File: config.mk
export PLATFORM = sky130hd
export DESIGN_NAME = htm_monitor
export DESIGN_NICKNAME = d
export VERILOG_FILES = /design/src/rtl/htm_pkg.sv /design/src/rtl/htm_monitor.sv
export VERILOG_INCLUDE_DIRS = /design/src /design/src/rtl
export SDC_FILE = /design/constraint.sdc
export NUM_CORES = 1
export LEC_CHECK = 0
export BUFFER_PORTS_ARGS = -buffer_cell sky130_fd_sc_hd__buf_2
export CAP_MARGIN = 5
export CELL_PAD_IN_SITES_DETAIL_PLACEMENT = 0
export CELL_PAD_IN_SITES_GLOBAL_PLACEMENT = 1
export CORE_UTILIZATION = 41
export DETAILED_ROUTE_END_ITERATION = 10
export PLACE_DENSITY_LB_ADDON = 0.1
export SYNTH_ARGS = -nofsm -noshare
export SYNTH_HDL_FRONTEND = slang
export SYNTH_SLANG_ARGS = --single-unit
File: constraint.sdc
create_clock -name CLK -period 2.8 [get_ports CLK]
set_clock_uncertainty 0.05 [all_clocks]
set_input_delay 0.14 -clock CLK [delete_from_list [all_inputs] [get_ports CLK]]
set_output_delay 0.14 -clock CLK [all_outputs]
set_load 0.005 [all_outputs]
File: src/rtl/htm_cfg.svh
/*
 * constants of the hard trip monitor: strap settling, threshold range, queue depth.
 * assumes it is included by bare name from the package.
 */
`ifndef HTM_CFG_SVH
`define HTM_CFG_SVH

// ****************************************
// threshold range in whole degrees
// ****************************************
`define HTM_TRIP_MIN_C 8'd60
`define HTM_TRIP_MAX_C 8'd122

// ****************************************
// fault queue and strap settling
// ****************************************
`define HTM_FAULT_QUEUE_DEF 4
`define HTM_STRAP_SETTLE_NS 1000
`define HTM_CLK_PERIOD_NS 25
`define HTM_STRAP_SETTLE_CYC ((`HTM_STRAP_SETTLE_NS + `HTM_CLK_PERIOD_NS - 1) / `HTM_CLK_PERIOD_NS)

// ****************************************
// status / interrupt register offsets and bits
// ****************************************
`define HTM_ADDR_STATUS 4'h0
`define HTM_ADDR_CLEAR 4'h1
`define HTM_ADDR_ENABLE 4'h2
`define HTM_ADDR_CONFIG 4'h3
`define HTM_ADDR_THRESH 4'h4
`define HTM_ST_TRIP_LEVEL_INPUT 0
`define HTM_ST_TRIP_CLR 1
`define HTM_ST_WR_BLOCK 2
`define HTM_ST_WIDTH 3

`endif

File: src/rtl/htm_pkg.sv
/*
 * types of the hard trip monitor.
 * assumes htm_cfg.svh is on the include path.
 */
package htm_pkg;
    `include "htm_cfg.svh"

    // ****************************************
    // strap decode
    // ****************************************
    typedef enum logic [1:0] {HTM_STRAP_LOW, HTM_STRAP_OPEN, HTM_STRAP_HIGH} htm_strap_t;

    // channel configuration driven to the diode front end
    typedef struct packed {
        logic [1:0] channel;
        logic transistor_model;
        logic auto_detect;
        logic series_resistance_correction;
        logic locked;
    } htm_chan_cfg_t;

    // one temperature measurement
    typedef struct packed {
        logic valid;
        logic [1:0] channel;
        logic [7:0] degrees;
    } htm_meas_t;
endpackage : htm_pkg

File: src/rtl/htm_monitor.sv
/*
 * hard trip monitor: strap decode, config lock, threshold compare,
 * fault queue, trip flag, small status/interrupt register file.
 * assumes the strap is sampled by a pull-up/pull-down probe pair driven here,
 * the trip level arrives already digitised from the analog side, and
 * measurements are one-cycle valid pulses on CLK.
 */
`timescale 1ns/1ps

// Function
// - trip level code maps to a threshold held within 60 to 122 degrees.
// - strap sampled and decoded once after reset, selects channel and config.
// - strap decoder tells low, high and floating apart.
// - writes to the selected channel's configuration registers are blocked.
// - writes to the other channels' configuration stay allowed.
// - strap low gives channel 1 with transistor model and resistance correction.
// - strap floating gives channel 1 with both corrections off.
// - strap high gives channel 2 with auto-detected model and resistance correction.
// - trip flag sets after fault-queue consecutive readings above threshold.
// - trip flag clears once a reading falls below threshold.
// - trip flag goes only to shutdown logic, not to a pin.
// - every new reading of the selected channel is compared with threshold.
module htm_monitor
    import htm_pkg::*;
#(
    parameter int FAULT_QUEUE = `HTM_FAULT_QUEUE_DEF
) (
    // clock and reset
    input wire logic CLK,
    input wire logic RESET_N,
    // strap probe: pin level and weak pull drive
    input wire logic STRAP_IN,
    output logic STRAP_PULL_OUT,
    output logic STRAP_PULL_OE,
    // digitised trip level, 0 means minimum
    input wire logic [7:0] TRIP_LEVEL_INPUT,
    // measurements from the diode front end
    input wire htm_meas_t MEAS,
    // configuration write attempts from the serial bus side
    input wire logic CFG_WR,
    input wire logic [1:0] CFG_WR_CHAN,
    output logic CFG_WR_ALLOW,
    // config to the front end and trip to shutdown logic
    output htm_chan_cfg_t CHAN_CFG,
    output logic HARD_TRIP_FLAG,
    // register port
    input wire logic [3:0] REG_ADDR,
    input wire logic [7:0] REG_WDATA,
    input wire logic REG_WR,
    input wire logic REG_RD,
    output logic [7:0] REG_RDATA,
    output logic IRQ
);

    localparam int SETTLE = `HTM_STRAP_SETTLE_CYC;

    // ****************************************
    // strap probe sequence
    // ****************************************
    typedef enum logic [2:0] {S_PULL_UP, S_SAMPLE_UP, S_PULL_DN, S_SAMPLE_DN, S_DONE} htm_state_t;
    htm_state_t state_q, state_d;
    logic [7:0] settle_q;
    logic sync1_q, sync2_q;
    logic up_seen_q, dn_seen_q;
    htm_chan_cfg_t cfg_q, cfg_d;

    // two-flop synchroniser on the strap pin
    always_ff @(posedge CLK or negedge RESET_N) begin
        if (!RESET_N) begin
            sync1_q <= 1'b0;
            sync2_q <= 1'b0;
        end else begin
            sync1_q <= STRAP_IN;
            sync2_q <= sync1_q;
        end
    end

    wire settle_done = (settle_q == 8'(SETTLE + 2));
    // pull the pin up, then down; a floating pin follows the pull
    assign STRAP_PULL_OE = (state_q != S_DONE);
    assign STRAP_PULL_OUT = (state_q == S_PULL_UP) || (state_q == S_SAMPLE_UP);

    // the pulled-down sample lands on the same edge that latches the config, so read it live
    wire dn_level = (state_q == S_SAMPLE_DN) ? sync2_q : dn_seen_q;
    wire htm_strap_t strap_code = (!up_seen_q) ? HTM_STRAP_LOW :
                                  (dn_level ? HTM_STRAP_HIGH : HTM_STRAP_OPEN);

    always_comb begin
        cfg_d = '0;
        cfg_d.locked = 1'b1;
        case (strap_code)
            HTM_STRAP_LOW: begin
                cfg_d.channel = 2'd1;
                cfg_d.transistor_model = 1'b1;
                cfg_d.series_resistance_correction = 1'b1;
            end
            HTM_STRAP_OPEN: begin
                cfg_d.channel = 2'd1;
            end
            HTM_STRAP_HIGH: begin
                cfg_d.channel = 2'd2;
                cfg_d.transistor_model = 1'b1;
                cfg_d.auto_detect = 1'b1;
                cfg_d.series_resistance_correction = 1'b1;
            end
            default: begin
                cfg_d.channel = 2'd1;
            end
        endcase
    end

    // probe sequencing
    always_comb begin
        state_d = state_q;
        case (state_q)
            S_PULL_UP: if (settle_done) state_d = S_SAMPLE_UP;
            S_SAMPLE_UP: state_d = S_PULL_DN;
            S_PULL_DN: if (settle_done) state_d = S_SAMPLE_DN;
            S_SAMPLE_DN: state_d = S_DONE;
            S_DONE: state_d = S_DONE;
            default: state_d = S_DONE;
        endcase
    end

    // sample once, then hold until reset
    always_ff @(posedge CLK or negedge RESET_N) begin
        if (!RESET_N) begin
            state_q <= S_PULL_UP;
            settle_q <= 8'h00;
            up_seen_q <= 1'b0;
            dn_seen_q <= 1'b0;
            cfg_q <= '0;
        end else begin
            state_q <= state_d;
            settle_q <= (state_d != state_q) ? 8'h00 : (settle_done ? settle_q : settle_q + 8'h01);
            if (state_q == S_SAMPLE_UP) up_seen_q <= sync2_q;
            if (state_q == S_SAMPLE_DN) dn_seen_q <= sync2_q;
            if (state_q == S_SAMPLE_DN) cfg_q <= cfg_d;
        end
    end
    wire decoded = (state_q == S_DONE);
    assign CHAN_CFG = cfg_q;

    // ****************************************
    // configuration write lock
    // ****************************************
    // only the selected channel is locked
    assign CFG_WR_ALLOW = !(cfg_q.locked && (CFG_WR_CHAN == cfg_q.channel));
    wire wr_blocked = CFG_WR && !CFG_WR_ALLOW;

    // ****************************************
    // threshold and fault queue
    // ****************************************
    // clamp to whole degrees in range
    wire [8:0] trip_sum = {1'b0, TRIP_LEVEL_INPUT} + {1'b0, `HTM_TRIP_MIN_C};
    wire [7:0] thresh = (trip_sum > {1'b0, `HTM_TRIP_MAX_C}) ? `HTM_TRIP_MAX_C : trip_sum[7:0];
    logic [7:0] thresh_q;
    logic [7:0] count_q;
    logic trip_q;

    // only the selected channel's fresh readings count
    wire meas_ok = decoded && MEAS.valid && (MEAS.channel == cfg_q.channel);
    wire over = MEAS.degrees > thresh_q;
    wire under = MEAS.degrees < thresh_q;
    wire [7:0] count_next = over ? ((count_q == 8'(FAULT_QUEUE)) ? count_q : count_q + 8'h01) : 8'h00;
    wire trip_level_input = meas_ok && over && (count_next == 8'(FAULT_QUEUE)) && !trip_q;
    wire trip_clr = meas_ok && under && trip_q;

    always_ff @(posedge CLK or negedge RESET_N) begin
        if (!RESET_N) begin
            thresh_q <= `HTM_TRIP_MAX_C;
            count_q <= 8'h00;
            trip_q <= 1'b0;
        end else begin
            thresh_q <= thresh;
            if (meas_ok) count_q <= count_next;
            if (trip_level_input) trip_q <= 1'b1;
            else if (trip_clr) trip_q <= 1'b0;
        end
    end
    // internal flag to shutdown logic only
    assign HARD_TRIP_FLAG = trip_q;

    // ****************************************
    // status, interrupt and register read
    // ****************************************
    logic [`HTM_ST_WIDTH-1:0] status_q, enable_q;
    wire [`HTM_ST_WIDTH-1:0] events = {wr_blocked, trip_clr, trip_level_input};
    wire [`HTM_ST_WIDTH-1:0] clr_bits =
        (REG_WR && REG_ADDR == `HTM_ADDR_CLEAR) ? REG_WDATA[`HTM_ST_WIDTH-1:0] : '0;
    wire [7:0] rd_mux =
        (REG_ADDR == `HTM_ADDR_STATUS) ? {5'h00, status_q} :
        (REG_ADDR == `HTM_ADDR_ENABLE) ? {5'h00, enable_q} :
        (REG_ADDR == `HTM_ADDR_CONFIG) ? {2'h0, cfg_q} :
        (REG_ADDR == `HTM_ADDR_THRESH) ? thresh_q : 8'h00;

    // set wins over clear
    always_ff @(posedge CLK or negedge RESET_N) begin
        if (!RESET_N) begin
            status_q <= '0;
            enable_q <= '0;
            REG_RDATA <= 8'h00;
        end else begin
            status_q <= (status_q & ~clr_bits) | events;
            if (REG_WR && REG_ADDR == `HTM_ADDR_ENABLE) enable_q <= REG_WDATA[`HTM_ST_WIDTH-1:0];
            REG_RDATA <= REG_RD ? rd_mux : 8'h00;
        end
    end
    assign IRQ = |(status_q & enable_q);

    // ****************************************
    // checks
    // ****************************************
    chk_lock_selected: assert property (@(posedge CLK) disable iff (!RESET_N)
        (decoded && CFG_WR_CHAN == cfg_q.channel) |-> !CFG_WR_ALLOW)
        else $error("selected channel write not blocked");
    chk_other_open: assert property (@(posedge CLK) disable iff (!RESET_N)
        (CFG_WR_CHAN != cfg_q.channel) |-> CFG_WR_ALLOW)
        else $error("other channel write blocked");
    chk_cfg_held: assert property (@(posedge CLK) disable iff (!RESET_N)
        decoded |=> $stable(cfg_q))
        else $error("strap config changed after decode");
    chk_open_mode: assert property (@(posedge CLK) disable iff (!RESET_N)
        (decoded && up_seen_q && !dn_seen_q) |-> (cfg_q.channel == 2'd1 && !cfg_q.transistor_model
         && !cfg_q.series_resistance_correction))
        else $error("floating strap config wrong");
    chk_high_mode: assert property (@(posedge CLK) disable iff (!RESET_N)
        (decoded && dn_seen_q) |-> (cfg_q.channel == 2'd2 && cfg_q.auto_detect))
        else $error("high strap config wrong");
    chk_low_mode: assert property (@(posedge CLK) disable iff (!RESET_N)
        (decoded && !up_seen_q) |-> (cfg_q.channel == 2'd1 && cfg_q.transistor_model
         && cfg_q.series_resistance_correction))
        else $error("low strap config wrong");
    chk_trip_needs_queue: assert property (@(posedge CLK) disable iff (!RESET_N)
        $rose(trip_q) |-> $past(count_next) == 8'(FAULT_QUEUE))
        else $error("trip_level_input before queue filled");
    chk_trip_clears: assert property (@(posedge CLK) disable iff (!RESET_N)
        (meas_ok && under && trip_q) |=> !trip_q)
        else $error("trip not cleared below threshold");
    chk_count_reset: assert property (@(posedge CLK) disable iff (!RESET_N)
        (meas_ok && !over) |=> count_q == 8'h00)
        else $error("queue count not cleared");
    chk_thresh_range: assert property (@(posedge CLK) disable iff (!RESET_N)
        thresh_q >= `HTM_TRIP_MIN_C && thresh_q <= `HTM_TRIP_MAX_C)
        else $error("threshold out of range");

    // probe drive and one-shot decode
    chk_probe_drive: assert property (@(posedge CLK) disable iff (!RESET_N)
        !decoded |-> STRAP_PULL_OE)
        else $error("strap not driven while probing");
    chk_pull_up: assert property (@(posedge CLK) disable iff (!RESET_N)
        (state_q == S_PULL_UP) |-> STRAP_PULL_OUT)
        else $error("strap not pulled up");
    chk_pull_down: assert property (@(posedge CLK) disable iff (!RESET_N)
        (state_q == S_PULL_DN) |-> !STRAP_PULL_OUT)
        else $error("strap not pulled down");
    chk_probe_release: assert property (@(posedge CLK) disable iff (!RESET_N)
        decoded |-> !STRAP_PULL_OE)
        else $error("strap still driven after decode");
    chk_decode_once: assert property (@(posedge CLK) disable iff (!RESET_N)
        (state_q == S_SAMPLE_DN) |=> decoded)
        else $error("decode did not finish");
    chk_cfg_empty: assert property (@(posedge CLK) disable iff (!RESET_N)
        !decoded |-> (cfg_q == '0))
        else $error("config set before decode");

    // lock behaviour
    chk_lock_set: assert property (@(posedge CLK) disable iff (!RESET_N)
        decoded |-> cfg_q.locked)
        else $error("lock missing after decode");
    chk_open_before: assert property (@(posedge CLK) disable iff (!RESET_N)
        !decoded |-> CFG_WR_ALLOW)
        else $error("write blocked before decode");
    chk_block_status: assert property (@(posedge CLK) disable iff (!RESET_N)
        wr_blocked |=> status_q[`HTM_ST_WR_BLOCK])
        else $error("blocked write not recorded");

    // queue and flag behaviour
    chk_idle_hold: assert property (@(posedge CLK) disable iff (!RESET_N)
        !meas_ok |=> ($stable(count_q) && $stable(trip_q)))
        else $error("queue moved without a reading");
    chk_count_bound: assert property (@(posedge CLK) disable iff (!RESET_N)
        count_q <= 8'(FAULT_QUEUE))
        else $error("queue count past its depth");
    chk_count_grows: assert property (@(posedge CLK) disable iff (!RESET_N)
        (meas_ok && over && count_q < 8'(FAULT_QUEUE)) |=> count_q == $past(count_q) + 8'h01)
        else $error("queue count did not advance");
    chk_trip_status: assert property (@(posedge CLK) disable iff (!RESET_N)
        trip_level_input |=> (trip_q && status_q[`HTM_ST_TRIP_LEVEL_INPUT]))
        else $error("trip_level_input not flagged");
    chk_clear_status: assert property (@(posedge CLK) disable iff (!RESET_N)
        trip_clr |=> status_q[`HTM_ST_TRIP_CLR])
        else $error("trip clear not recorded");
    chk_trip_held: assert property (@(posedge CLK) disable iff (!RESET_N)
        (trip_q && !(meas_ok && under)) |=> trip_q)
        else $error("trip dropped without a low reading");
    chk_status_sticky: assert property (@(posedge CLK) disable iff (!RESET_N)
        (status_q[`HTM_ST_TRIP_LEVEL_INPUT] && !clr_bits[`HTM_ST_TRIP_LEVEL_INPUT]) |=> status_q[`HTM_ST_TRIP_LEVEL_INPUT])
        else $error("trip status lost without a clear");
    chk_thresh_clamp: assert property (@(posedge CLK) disable iff (!RESET_N)
        (TRIP_LEVEL_INPUT >= (`HTM_TRIP_MAX_C - `HTM_TRIP_MIN_C)) |=> (thresh_q == `HTM_TRIP_MAX_C))
        else $error("threshold not clamped at top");
endmodule : htm_monitor

# Word-level counts from Yosys, hierarchy flattened

Index checks and enable logic that the tools add are counted.

Register bits: 51
Input port bits: 39
Logic and storage cells: 85

Add/subtract/negate cells: 3
Order comparisons: 3
Equal/unequal tests: 17
Multiplexer cells: 22
Bitwise operators: 4
Reductions and logical operators: 20

Operators by type and width:

| cell                | number |
|---|---|
| $mux 8              | 10 |
| $add 8x1->8 const B | 2 |
| $eq 8x3->1 const B  | 2 |
| $logic_and 1x1->1   | 11 |
| $add 8x6->9 const B | 1 |
| $gt 9x7->1 const B  | 1 |
| $mux 3              | 3 |
| $pmux 3 s3          | 1 |
| $eq 4x2->1 const B  | 2 |
| $eq 8x6->1 const B  | 1 |
| $gt 8x8->1          | 1 |
| $lt 8x8->1          | 1 |
| $and 3x3->3         | 2 |
| $eq 3x2->1 const B  | 2 |
| $mux 2              | 3 |
| $mux 1              | 5 |
| $eq 2x2->1          | 2 |
| $eq 4x1->1 const B  | 1 |
| $eq 4x3->1 const B  | 1 |
| $logic_not 4->1     | 1 |
| $eq 3x1->1 const B  | 1 |
| $eq 3x3->1 const B  | 1 |
| $logic_not 3->1     | 1 |
| $ne 3x3->1          | 1 |
| other kinds (11)    | 12 |

# Logic depth before layout (Yosys ltp)

Gate-level depths: netlist of the first run.

Word-level depth: 7
Gate-level depth with buffers: 7
Mapped depth without buffers: 7

# Worst setup path after synthesis of the first run

Ideal clock, no wire load.

Path kind: reg2reg
Start point: register count_q[4]
End point: register trip_q (netlist: HARD_TRIP_FLAG)
Setup time: 0.096 ns
Arrival time: 1.948 ns
Data required time: 2.654 ns
Setup slack: 0.706 ns
Stages on the path, launching flop included: 7
Path buffers: 1
Cell sequence: dfrtp_1 > buf_6 > or4_4 > or3_1 > o32ai_1 > nand4_1 > o32ai_2

Cells in the longest elaborated chain, start to end: 7
Elaborated cells on any way between the ends: 9
Those cells by class: add/sub: 1; eq/ne: 2; mux: 3; reduce/logical: 3

RTL lines:

| what                                        | line               | source |
|---|---|---|
| from (decl)                                 | htm_monitor.sv:158 | `logic [7:0] count_q;` |
| from (signal assigned)                      | htm_monitor.sv:176 | `if (meas_ok) count_q <= count_next;` |
| $add 8x1->8 or $eq 8x3->1 (tied branches)   | htm_monitor.sv:165 | `wire [7:0] count_next = over ? ((count_q == 8'(FAULT_QUEUE)) ? count_q : count_q + 8'h01) : 8'h00;` |
| $mux 8 (*) (2 in series)                    | htm_monitor.sv:165 |  |
| $eq 8x3->1 (*)                              | htm_monitor.sv:166 | `wire trip_level_input = meas_ok && over && (count_next == 8'(FAULT_QUEUE)) && !trip_q;` |
| $logic_and 1x1->1 (*) (2 in series)         | htm_monitor.sv:166 |  |
| $mux 1 or $reduce_bool 2->1 (tied branches) | --                 |  |
| to (signal assigned)                        | htm_monitor.sv:173 | `trip_q <= 1'b0;` |
| to (signal assigned)                        | htm_monitor.sv:177 | `if (trip_level_input) trip_q <= 1'b1;` |
| to (signal assigned)                        | htm_monitor.sv:178 | `else if (trip_clr) trip_q <= 1'b0;` |
| to (decl)                                   | htm_monitor.sv:159 | `logic trip_q;` |

Every way passes the cells marked *; elsewhere a longest branch is shown, timed or not.
A chain may end at the register's enable or synchronous reset.

# Worst setup path after layout of the first run

Start point: register thresh_q[5]
End point: register count_q[0]

Cells in the longest elaborated chain, start to end: 2

RTL lines:

| what                   | line               | source |
|---|---|---|
| from (decl)            | htm_monitor.sv:157 | `logic [7:0] thresh_q;` |
| from (signal assigned) | htm_monitor.sv:171 | `` thresh_q <= `HTM_TRIP_MAX_C; `` |
| from (signal assigned) | htm_monitor.sv:175 | `thresh_q <= thresh;` |
| $gt 8x8->1             | htm_monitor.sv:163 | `wire over = MEAS.degrees > thresh_q;` |
| $mux 8                 | htm_monitor.sv:165 |  |

No other way between the ends.

==> results of run 1 <==
==> flip-flops by register name, summed over array words and instances (netlist names) <==
name and count:
CHAN_CFG 4, HARD_TRIP_FLAG 1, REG_RDATA 8, count_q 8, enable_q 3, settle_q 8, state_q 3, status_q 3
sync1_q 1, sync2_q 1, thresh_q 8, up_seen_q 1
==> cells in the final DEF, fill, tap and decap left out, drive strengths merged, types with 4 or more instances in the layout <==
| master | instances |
|---|---|
| nor2b | 4 |
| o31ai | 4 |
| dfrtp | 44 |
| nor3 | 10 |
| dlygate4sd3 | 5 |
| nand2 | 27 |
| nand3 | 10 |
| clkbuf | 6 |
| a21oi | 10 |
| nand2b | 4 |
| dfstp | 5 |
| mux2 | 7 |
| o211ai | 5 |
| ha | 14 |
| inv | 24 |
| o21ai | 10 |
| buf | 56 |
| xor2 | 7 |
| nor2 | 21 |
| nand4 | 6 |
| a22oi | 5 |
| and3 | 6 |
| xnor2 | 11 |
==> per-stage QoR <==
stage / hold slack (ps) / utilization / power (mW)
after CTS: 2.54 / 0.504 / 1.42
after global placement: 56.5 / 0.481 / 0.899
after global routing: 15.9 / 0.506 / 1.48
after detailed placement: 67.0 / 0.481 / 0.901
final: 14.0 / 0.506 / 1.40
after floorplan: -206 / - / 0.830
==> final timing paths <==
| kind | start | endpoint | slack [ps] | depth (start not counted) |
|---|---|---|---|---|
| worst min register to register | sync1_q$_DFF_PN0_ | sync2_q$_DFF_PN0_ | 330 | 0 |
| worst max register to register | thresh_q[5]$_DFF_PN1_ | count_q[0]$_DFFE_PN0P_ | 440 | 6 |
| min in group asynchronous | RESET_N | CHAN_CFG[5]$_DFFE_PN0P_ | 250 | 2 |
| worst max-delay path | thresh_q[5]$_DFF_PN1_ | count_q[0]$_DFFE_PN0P_ | 440 | 6 |
| worst min-delay path | TRIP_LEVEL_INPUT[1] | thresh_q[1]$_DFF_PN1_ | 10 | 2 |
| max in group asynchronous | RESET_N | count_q[2]$_DFFE_PN0P_ | 1670 | 3 |
==> worst max-delay path, delay by kind of cell, from the launching register on <==
family	cells	cell delay [ps]
adders and majority gates	1	290
and+or+nand+nor	2	750
DFF	1	540
buffers and inverters	1	50
AOI/OAI and AO/OA	2	530
==> metal layers <==
layer / up-vias / part of all wire
met2: 53 / 0.46
met3: 5 / 0.033
met1: 1087 / 0.50
met5: - / 0
met4: 0 / 0.0078
li1: 1154 / -
==> cells by family (layout without fill, tap and decap cells) <==
logic type / after synthesis / after routing / synth area share
xor+xnor: 18 / 18 / 0.0568
buf+inv: 35 / 93 / 0.0528
simple gates: 106 / 106 / 0.196
flops: 49 / 49 / 0.444
compound gates: 61 / 61 / 0.157
fa+ha+maj: 14 / 14 / 0.0631
other cells: 1 / 1 / 0.00135
mux: 7 / 7 / 0.0284
==> final cells by class <==
| class | instances | share of cell area |
|---|---|---|
| multi-input combinational | 207 | 0.427 |
| sequential | 49 | 0.377 |
| timing repair buffer | 61 | 0.104 |
| tap | 77 | 0.0295 |
| inverter | 24 | 0.0276 |
| clock buffer | 6 | 0.0222 |
| clock inverter | 2 | 0.0119 |
==> power breakdown <==
part           switching (mW)  internal (mW)  total (mW)
sequential             0.0134          0.731       0.745
clock                   0.242          0.269       0.511
combinational          0.0810         0.0652       0.146
total                   0.337           1.07        1.40
==> results, run 1 <==
- The post-synthesis average cell area is 9.54 µm².
- The slowest stage of the critical path belongs to the cell sky130_fd_sc_hd__nor2_1.
- The final count of hold timing violations is 0.
- By count the netlist is led by sky130_fd_sc_hd__dfrtp_1 (44), sky130_fd_sc_hd__nand2_1 (27), sky130_fd_sc_hd__inv_1 (24), sky130_fd_sc_hd__nor2_1 (21), sky130_fd_sc_hd__ha_1 (14).
- Dividing the detail-routed via count by the number of cells gives 5.40.
- The worst path required time is 2900 ps.
- The number of iterations in the first detailed-routing pass is 7.
- The routed wire length per instance is 14.8 µm.
- Across the run, the number of max-cap violations was 0.
- Measured against its own limit, the worst slew margin works out to 0.491.
- The number of fill cells is 654.
- The DRC violation count after routing is 6.
- Power spread over the standard cell area amounts to 429 nW/µm².
- Setup repair after global routing left no endpoint under its margin.
- For the worst setup path, the data arrival time is between 2000 and 2500 ps.
- IR analysis of the VDD net gives a maximum drop of 0.000173 V.
- In this run the static leakage power is around 1.6 nW.
- In the post-synthesis netlist, the biggest area contributors are sky130_fd_sc_hd__dfrtp_1 (40%), sky130_fd_sc_hd__ha_1 (6.3%), sky130_fd_sc_hd__dfstp_2 (4.7%).
- The number of antenna diodes in the final layout is 0.
- The placeable core region is 6460 µm².
- The share of the Yosys chip area taken by registers is 0.444.
- In the final layout, flip-flops and latches occupy 1230 µm².
- Walking the worst path, the cells encountered are inv_1, ha_1, nand4_1, o21a_1, nor2_1, o221ai_1.
- During synthesis, Yosys emitted a total of 0 warnings.
- The clock tree from TritonCTS is done.
- The area of the die is approximately 7100 µm².
- The number of H-tree levels is 2.
- The synthesized design contains 0 enable-type register cells.
- The first global-routing pass estimated 10.8 mm of wire.
- The met2 track demand over resource in global routing is 0.312.
- The share of Yosys cell area claimed by the top area cell type is 0.397.
- The run finished, with violations left.
- The category of the critical setup timing path is flop to flop.
- The delay contributed by the slowest stage of the critical path is 620 ps.
- The final number of max-transition violations is 0.
- The count of standard-cell rows is 29.
- The worst-case setup margin in the final layout is around 440 ps.
- Once detailed placement completed, the half-perimeter wirelength came to 4.67 mm.
- The count of vias placed by the detailed router is around 2300.
- STA classifies the critical path endpoint as a flop.
- The most used standard cell by instance count after synthesis is sky130_fd_sc_hd__dfrtp_1.
- For the worst-skew pair, the clock arrives at the later sink with an insertion delay of 300 ps.
- Counting flops with an async set or reset pin after synthesis yields a share of 1.00.
- During I/O placement, the number of pins put on the boundary was between 50 and 60.
- The share of the clock period used by the worst path is 0.841.
- The final reports fail on design-rule violations.
- The number of antenna violations at the first check in global routing was 0.
- The post-synthesis instance total is between 200 and 300.
- For this run, the total global-route usage over all layers was measured as 0.191.
- After clock tree synthesis, the clock-pin slew on the worst setup and hold paths is 100 ps.
- Summing all multi-input logic gate instances after layout gives 1400 µm².
- The minimum clock period after layout is 2360 ps.
- In this run the worst path has a maximum fanout of 9.
- The summed negative setup slack over all endpoints is 0 ps.
- After global routing, the most crowded layer is met2.
- Prior to clock tree synthesis, the placed netlist has a worst setup slack of about 410 ps.
- The number of buffers inserted by hold repair at cts is 4.
- The type of the most critical hold path is primary input to flop.
- The final layout contains routed wiring with a total length of 6.31 mm.
- From synthesis to final layout, the design area changed by 17.7%.
- The pin count of the biggest net entering global routing is 31.
- The maximum clock frequency is 424 MHz.
- The design area is 3270 µm².
- The dominant cell type by area after synthesis is sky130_fd_sc_hd__dfrtp_1.
- The buffers inserted during post-CTS setup optimization is 0.
- The placed cell area is 3110 µm².
- The via count of the first global-routing pass was 2212.
- Once placement completed, the tool counted placed cells totaling 413.
- The post-cts repair resize count is 0.
- The routability-driven placement congestion ratio is 0.849.
- No sink is reached through more buffers than the 2 on the longest clock path.
- Counting every net in the synthesized netlist gives 344.
- The remaining antenna violation count is 0.
- The number of DRC violations after detailed-routing iteration 0 is 123.
- The number of setup violations in the final report is 0.
- Input and output buffers added on the ports amount to 52.
- The number of non-filler instances in the completed layout is 426.
- Synthesis instantiated 54 different standard cells from the library.
- The clock buffer count from CTS is 5.
- The fraction of met3 tracks used by global routing is 0.0344.
- For this run the aggregate overflow at the end of global routing stands at 0.
- The number of clock sinks is 49.
- The initial standard-cell utilization of the core is 0.430.
- Among all flip-flop cells after synthesis, the most frequent one is sky130_fd_sc_hd__dfrtp_1.
- The synthesized cell area is 2780 µm².
- The pin slew with the least headroom to its limit is 760 ps.
- For met1 alone, demand over resource in global routing was 0.265.
- In this run the clock root is driven by a sky130_fd_sc_hd__clkbuf_8.
- The layout net count is 401.
- In the final layout, the share of cells above drive strength 1 is 0.229.
- The die is 84.3 µm wide.
- The kind of start point of the critical path is a flop.
- Counting flops and latches in the post-synthesis netlist gives 49.
- In this run the vertical extent of the chip is 84.3 µm.
Power figures use the tool's default switching activity.
==> inputs of run 2 (changes only) <==
--- a/config.mk
+++ b/config.mk
@@ -10,7 +10,7 @@
 export CAP_MARGIN = 5
 export CELL_PAD_IN_SITES_DETAIL_PLACEMENT = 0
 export CELL_PAD_IN_SITES_GLOBAL_PLACEMENT = 1
-export CORE_UTILIZATION = 41
+export CORE_UTILIZATION = 37
 export DETAILED_ROUTE_END_ITERATION = 10
 export PLACE_DENSITY_LB_ADDON = 0.1
 export SYNTH_ARGS = -nofsm -noshare
==> constraint.sdc (replaced) <==
create_clock -name CLK -period 1.95 [get_ports CLK]
set_clock_uncertainty 0.05 [all_clocks]
set_input_delay 0.0975 -clock CLK [delete_from_list [all_inputs] [get_ports CLK]]
set_output_delay 0.0975 -clock CLK [all_outputs]
set_load 0.005 [all_outputs]
==> run 2 against run 1 <==
Against the previous run: the run ends with negative setup slack left; final area rose by 13%; sequential share of layout area shrank 4.2 points; non-clock buffer count is 35 higher; largest cell class unchanged.
==> results, run 2 (synthesized netlist as in run 1, its figures left out) <==
- Setup repair after global routing missed its margin: yes (was no).
- The global-route usage over all layers is 0.182 (was 0.191).
- The start of the worst register-to-register path was count_q[4]$_DFFE_PN0P_ (was thresh_q[5]$_DFF_PN1_).
- The category of the critical setup timing path is flop to flop (unchanged).
- The number of non-filler instances in the completed layout is 483 (was 426).
- The final number of max-transition violations is 0 (unchanged).
- The area of the die is 7850 µm² (was 7100 µm²).
- The count of buffers from port buffering came to 52 (unchanged).
- The count of vias placed by the detailed router came to 2439 (was 2299).
- The type of the most critical hold path is primary input to flop (unchanged).
- The layout net count is 436 (was 401).
- The final count of hold timing violations is 0 (unchanged).
- The number of H-tree levels came to 2 (unchanged).
- The arrival time of the worst setup path is 2270 ps (was 2460 ps).
- The switching power of the nets came to 0.506 mW (was 0.337 mW).
- The slowest stage cell on the critical path is sky130_fd_sc_hd__or4_4 (was sky130_fd_sc_hd__nor2_1).
- The routed wire length per instance is 13.8 µm (was 14.8 µm).
- The switching share of power is 0.255 (was 0.240).
- The first-pass GRT wire length was 10.9 mm (was 10.8 mm).
- The minimum clock period after layout is 2110 ps (was 2360 ps).
- The power density of the placed cells is 539 nW/µm² (was 429 nW/µm²).
- The routability-driven placement congestion ratio is 0.753 (was 0.849).
- The number of clock sinks is 49 (unchanged).
- Commonest cells after routing, fill and taps aside: sky130_fd_sc_hd__buf_2 (52), sky130_fd_sc_hd__dfrtp_1 (44), sky130_fd_sc_hd__buf_4 (31) (was sky130_fd_sc_hd__buf_2 (52), sky130_fd_sc_hd__dfrtp_1 (44), sky130_fd_sc_hd__nand2_1 (27)).
- The horizontal die dimension is 88.6 µm (was 84.3 µm).
- The number of antenna violations at the first check in global routing is 0 (unchanged).
- The master cell of the clock root buffer is sky130_fd_sc_hd__clkbuf_8 (unchanged).
- The total global routing overflow is 0 (unchanged).
- The count of standard-cell rows came to 31 (was 29).
- The number of setup violations in the final report is 2 (was 0).
- The clock buffer count from CTS is 5 (unchanged).
- The peak fanout along the critical path came to 3 (was 9).
- The mean number of vias per cell is 5.05 (was 5.40).
- The relative slew slack is 0.584 (was 0.491).
- The number of DRC violations after detailed-routing iteration 0 is 113 (was 123).
- The worst ir drop on vdd is 0.000232 V (was 0.000173 V).
- Result of the run: finished, violations left (unchanged).
- The initial standard-cell utilization of the core is 0.383 (was 0.430).
- The startpoint of the most critical setup path is count_q[4]$_DFFE_PN0P_ (was thresh_q[5]$_DFF_PN1_).
- The capture instance of the worst register-to-register path was HARD_TRIP_FLAG$_DFFE_PN0P_ (was count_q[0]$_DFFE_PN0P_).
- The I/O pin count came to 58 (unchanged).
- The register-to-register path setup slack is -160 ps (was 440 ps).
- The pin count of the biggest net entering global routing is 50 (was 31).
- The delay contributed by the slowest stage of the critical path is 540 ps (was 620 ps).
- The number of instances in the placed design is 461 (was 413).
- The wire length after detailed routing is 6.66 mm (was 6.31 mm).
- The layout overhead on the synthesized area is 32.6% (was 17.7%).
- Crit path cell chain: or4_4, or3_4, o32ai_2, nand4_1, o32ai_2 (was inv_1, ha_1, nand4_1, o21a_1, nor2_1, o221ai_1).
- The clock latency at the later pin of the worst-skew pair was 310 ps (was 300 ps).
- The most frequent cell on the critical path is sky130_fd_sc_hd__o32ai_2.
- The clock network power share is 0.321 (was 0.365).
- The share of the clock period used by the worst path was 1.08 (was 0.841).
- The clock tree from TritonCTS is done (unchanged).
- The post-CTS clock slew at the launch and capture registers of the worst setup and hold paths is 90 ps (was 100 ps).
- The via count of the first global-routing pass is 2331 (was 2212).
- The worst-case setup margin in the final layout is -158 ps (was 444 ps).
- The sum of internal, switching and leakage power is 1.98 mW (was 1.40 mW).
- The maximum clock insertion buffer count was 2 (unchanged).
- The most frequent standard cell in the layout excluding fill and tap cells is sky130_fd_sc_hd__buf_2 (unchanged).
- The destination of the critical timing path was HARD_TRIP_FLAG$_DFFE_PN0P_ (was count_q[0]$_DFFE_PN0P_).
- The placeable core region is 7250 µm² (was 6460 µm²).
- The worst path required time was 2110 ps (was 2900 ps).
- The number of iterations in the first detailed-routing pass is 4 (was 7).
- The fraction of layout instances using a drive strength above 1 is 0.333 (was 0.229).
- The number of fill cells came to 692 (was 654).
- The max-cap violation count was 0 (unchanged).
- The vertical die dimension is 88.6 µm (was 84.3 µm).
- The DRC violation count after routing is 0 (was 6).
- The number of inserted diodes was 0 (unchanged).
- The kind of start point of the critical path is a flop (unchanged).
- The pin slew with the least headroom to its limit was 623 ps (was 760 ps).
- The standby leakage power is 1.80 nW (was 1.62 nW).
- The maximum clock frequency came to 474 MHz (was 424 MHz).
- The endpoint type of the worst setup path is a flop (unchanged).
- The share of power burned in registers is 0.539 (was 0.531).
- The internal power of the cells was 1.48 mW (was 1.07 mW).
- Violations in the final reports: negative setup slack (was design-rule violations).
- The remaining antenna violation count is 0 (unchanged).
- The estimated wirelength of the detail-placed design is 4.83 mm (was 4.67 mm).
- The number of cells on the worst reg-to-reg path is 5 (was 6).
- The relative contribution of combinational cells to total power is 0.140 (was 0.104).
run 2: worst max-delay path, delay by kind of cell, from the launching register on:
family,cells,cell delay (ps)
DFF,1,390
and+or+nand+nor,3,1140
AOI/OAI and AO/OA,2,440
run 2: final cells by class:
class	instances	area (µm²)	share of cell area
well taps	99	124	0.0337
clock inverters	2	13.8	0.00374
inverters	24	90.1	0.0245
multi-input cells	207	1510	0.410
flip-flops and latches	49	1230	0.335
clock buffers	6	82.6	0.0224
repair buffers	96	627	0.170
run 2: worst min path at each step:
stage | cells after the start | slack, ps | end | start
3_3_place_gp | 1 | 160 | sync1_q$_DFF_PN0_ | STRAP_IN
6_report | 3 | 20 | thresh_q[5]$_DFF_PN1_ | TRIP_LEVEL_INPUT[5]
3_5_place_dp | 1 | 160 | sync1_q$_DFF_PN0_ | STRAP_IN
2_1_floorplan | 0 | -250 | CHAN_CFG[0]$_DFFE_PN0P_ | RESET_N
5_1_grt | 3 | 50 | thresh_q[5]$_DFF_PN1_ | TRIP_LEVEL_INPUT[5]
4_1_cts | 3 | 20 | thresh_q[5]$_DFF_PN1_ | TRIP_LEVEL_INPUT[5]
run 2: power groups by stage:
| stage | Combinational (mW) | Clock, mW | Sequential (mW) |
|---|---|---|---|
| after floorplan | 0.111 | 0 | 1.08 |
| after global placement | 0.228 | 0 | 1.09 |
| after detailed placement | 0.231 | 0 | 1.09 |
| after CTS | 0.250 | 0.670 | 1.07 |
| after global routing | 0.309 | 0.696 | 1.07 |
| final | 0.277 | 0.636 | 1.07 |
run 2: per-layer routing:
metal | vias to the layer above | global-route usage | share of wire
li1 | 1222 | - | -
met1 | 1154 | 0.248 | 0.49
met2 | 53 | 0.292 | 0.46
met3 | 10 | 0.0317 | 0.032
met4 | 0 | 0.0645 | 0.020
met5 | - | 0 | 0
run 2: repair_timing:
action                                  CTS  global route
buffers inserted                          0             4
gates resized for setup                   8            18
pin swaps                                 4             9
endpoints found under the setup margin    3            11
hold buffers                             10             0
endpoints found under the hold margin    53             0
run 2: through the flow:
stage / instance area (µm²) / hold WS (ps) / setup TNS [ps] / setup WS [ps] / utilization
after floorplan: 2780 / -248 / -262 / -144 / -
after global placement: 3330 / 157 / -215 / -115 / 0.460
after detailed placement: 3330 / 157 / -327 / -153 / 0.460
after CTS: 3570 / 17.7 / -320 / -165 / 0.492
after global routing: 3680 / 47.9 / -658 / -232 / 0.507
final: 3680 / 22.4 / -287 / -158 / 0.507
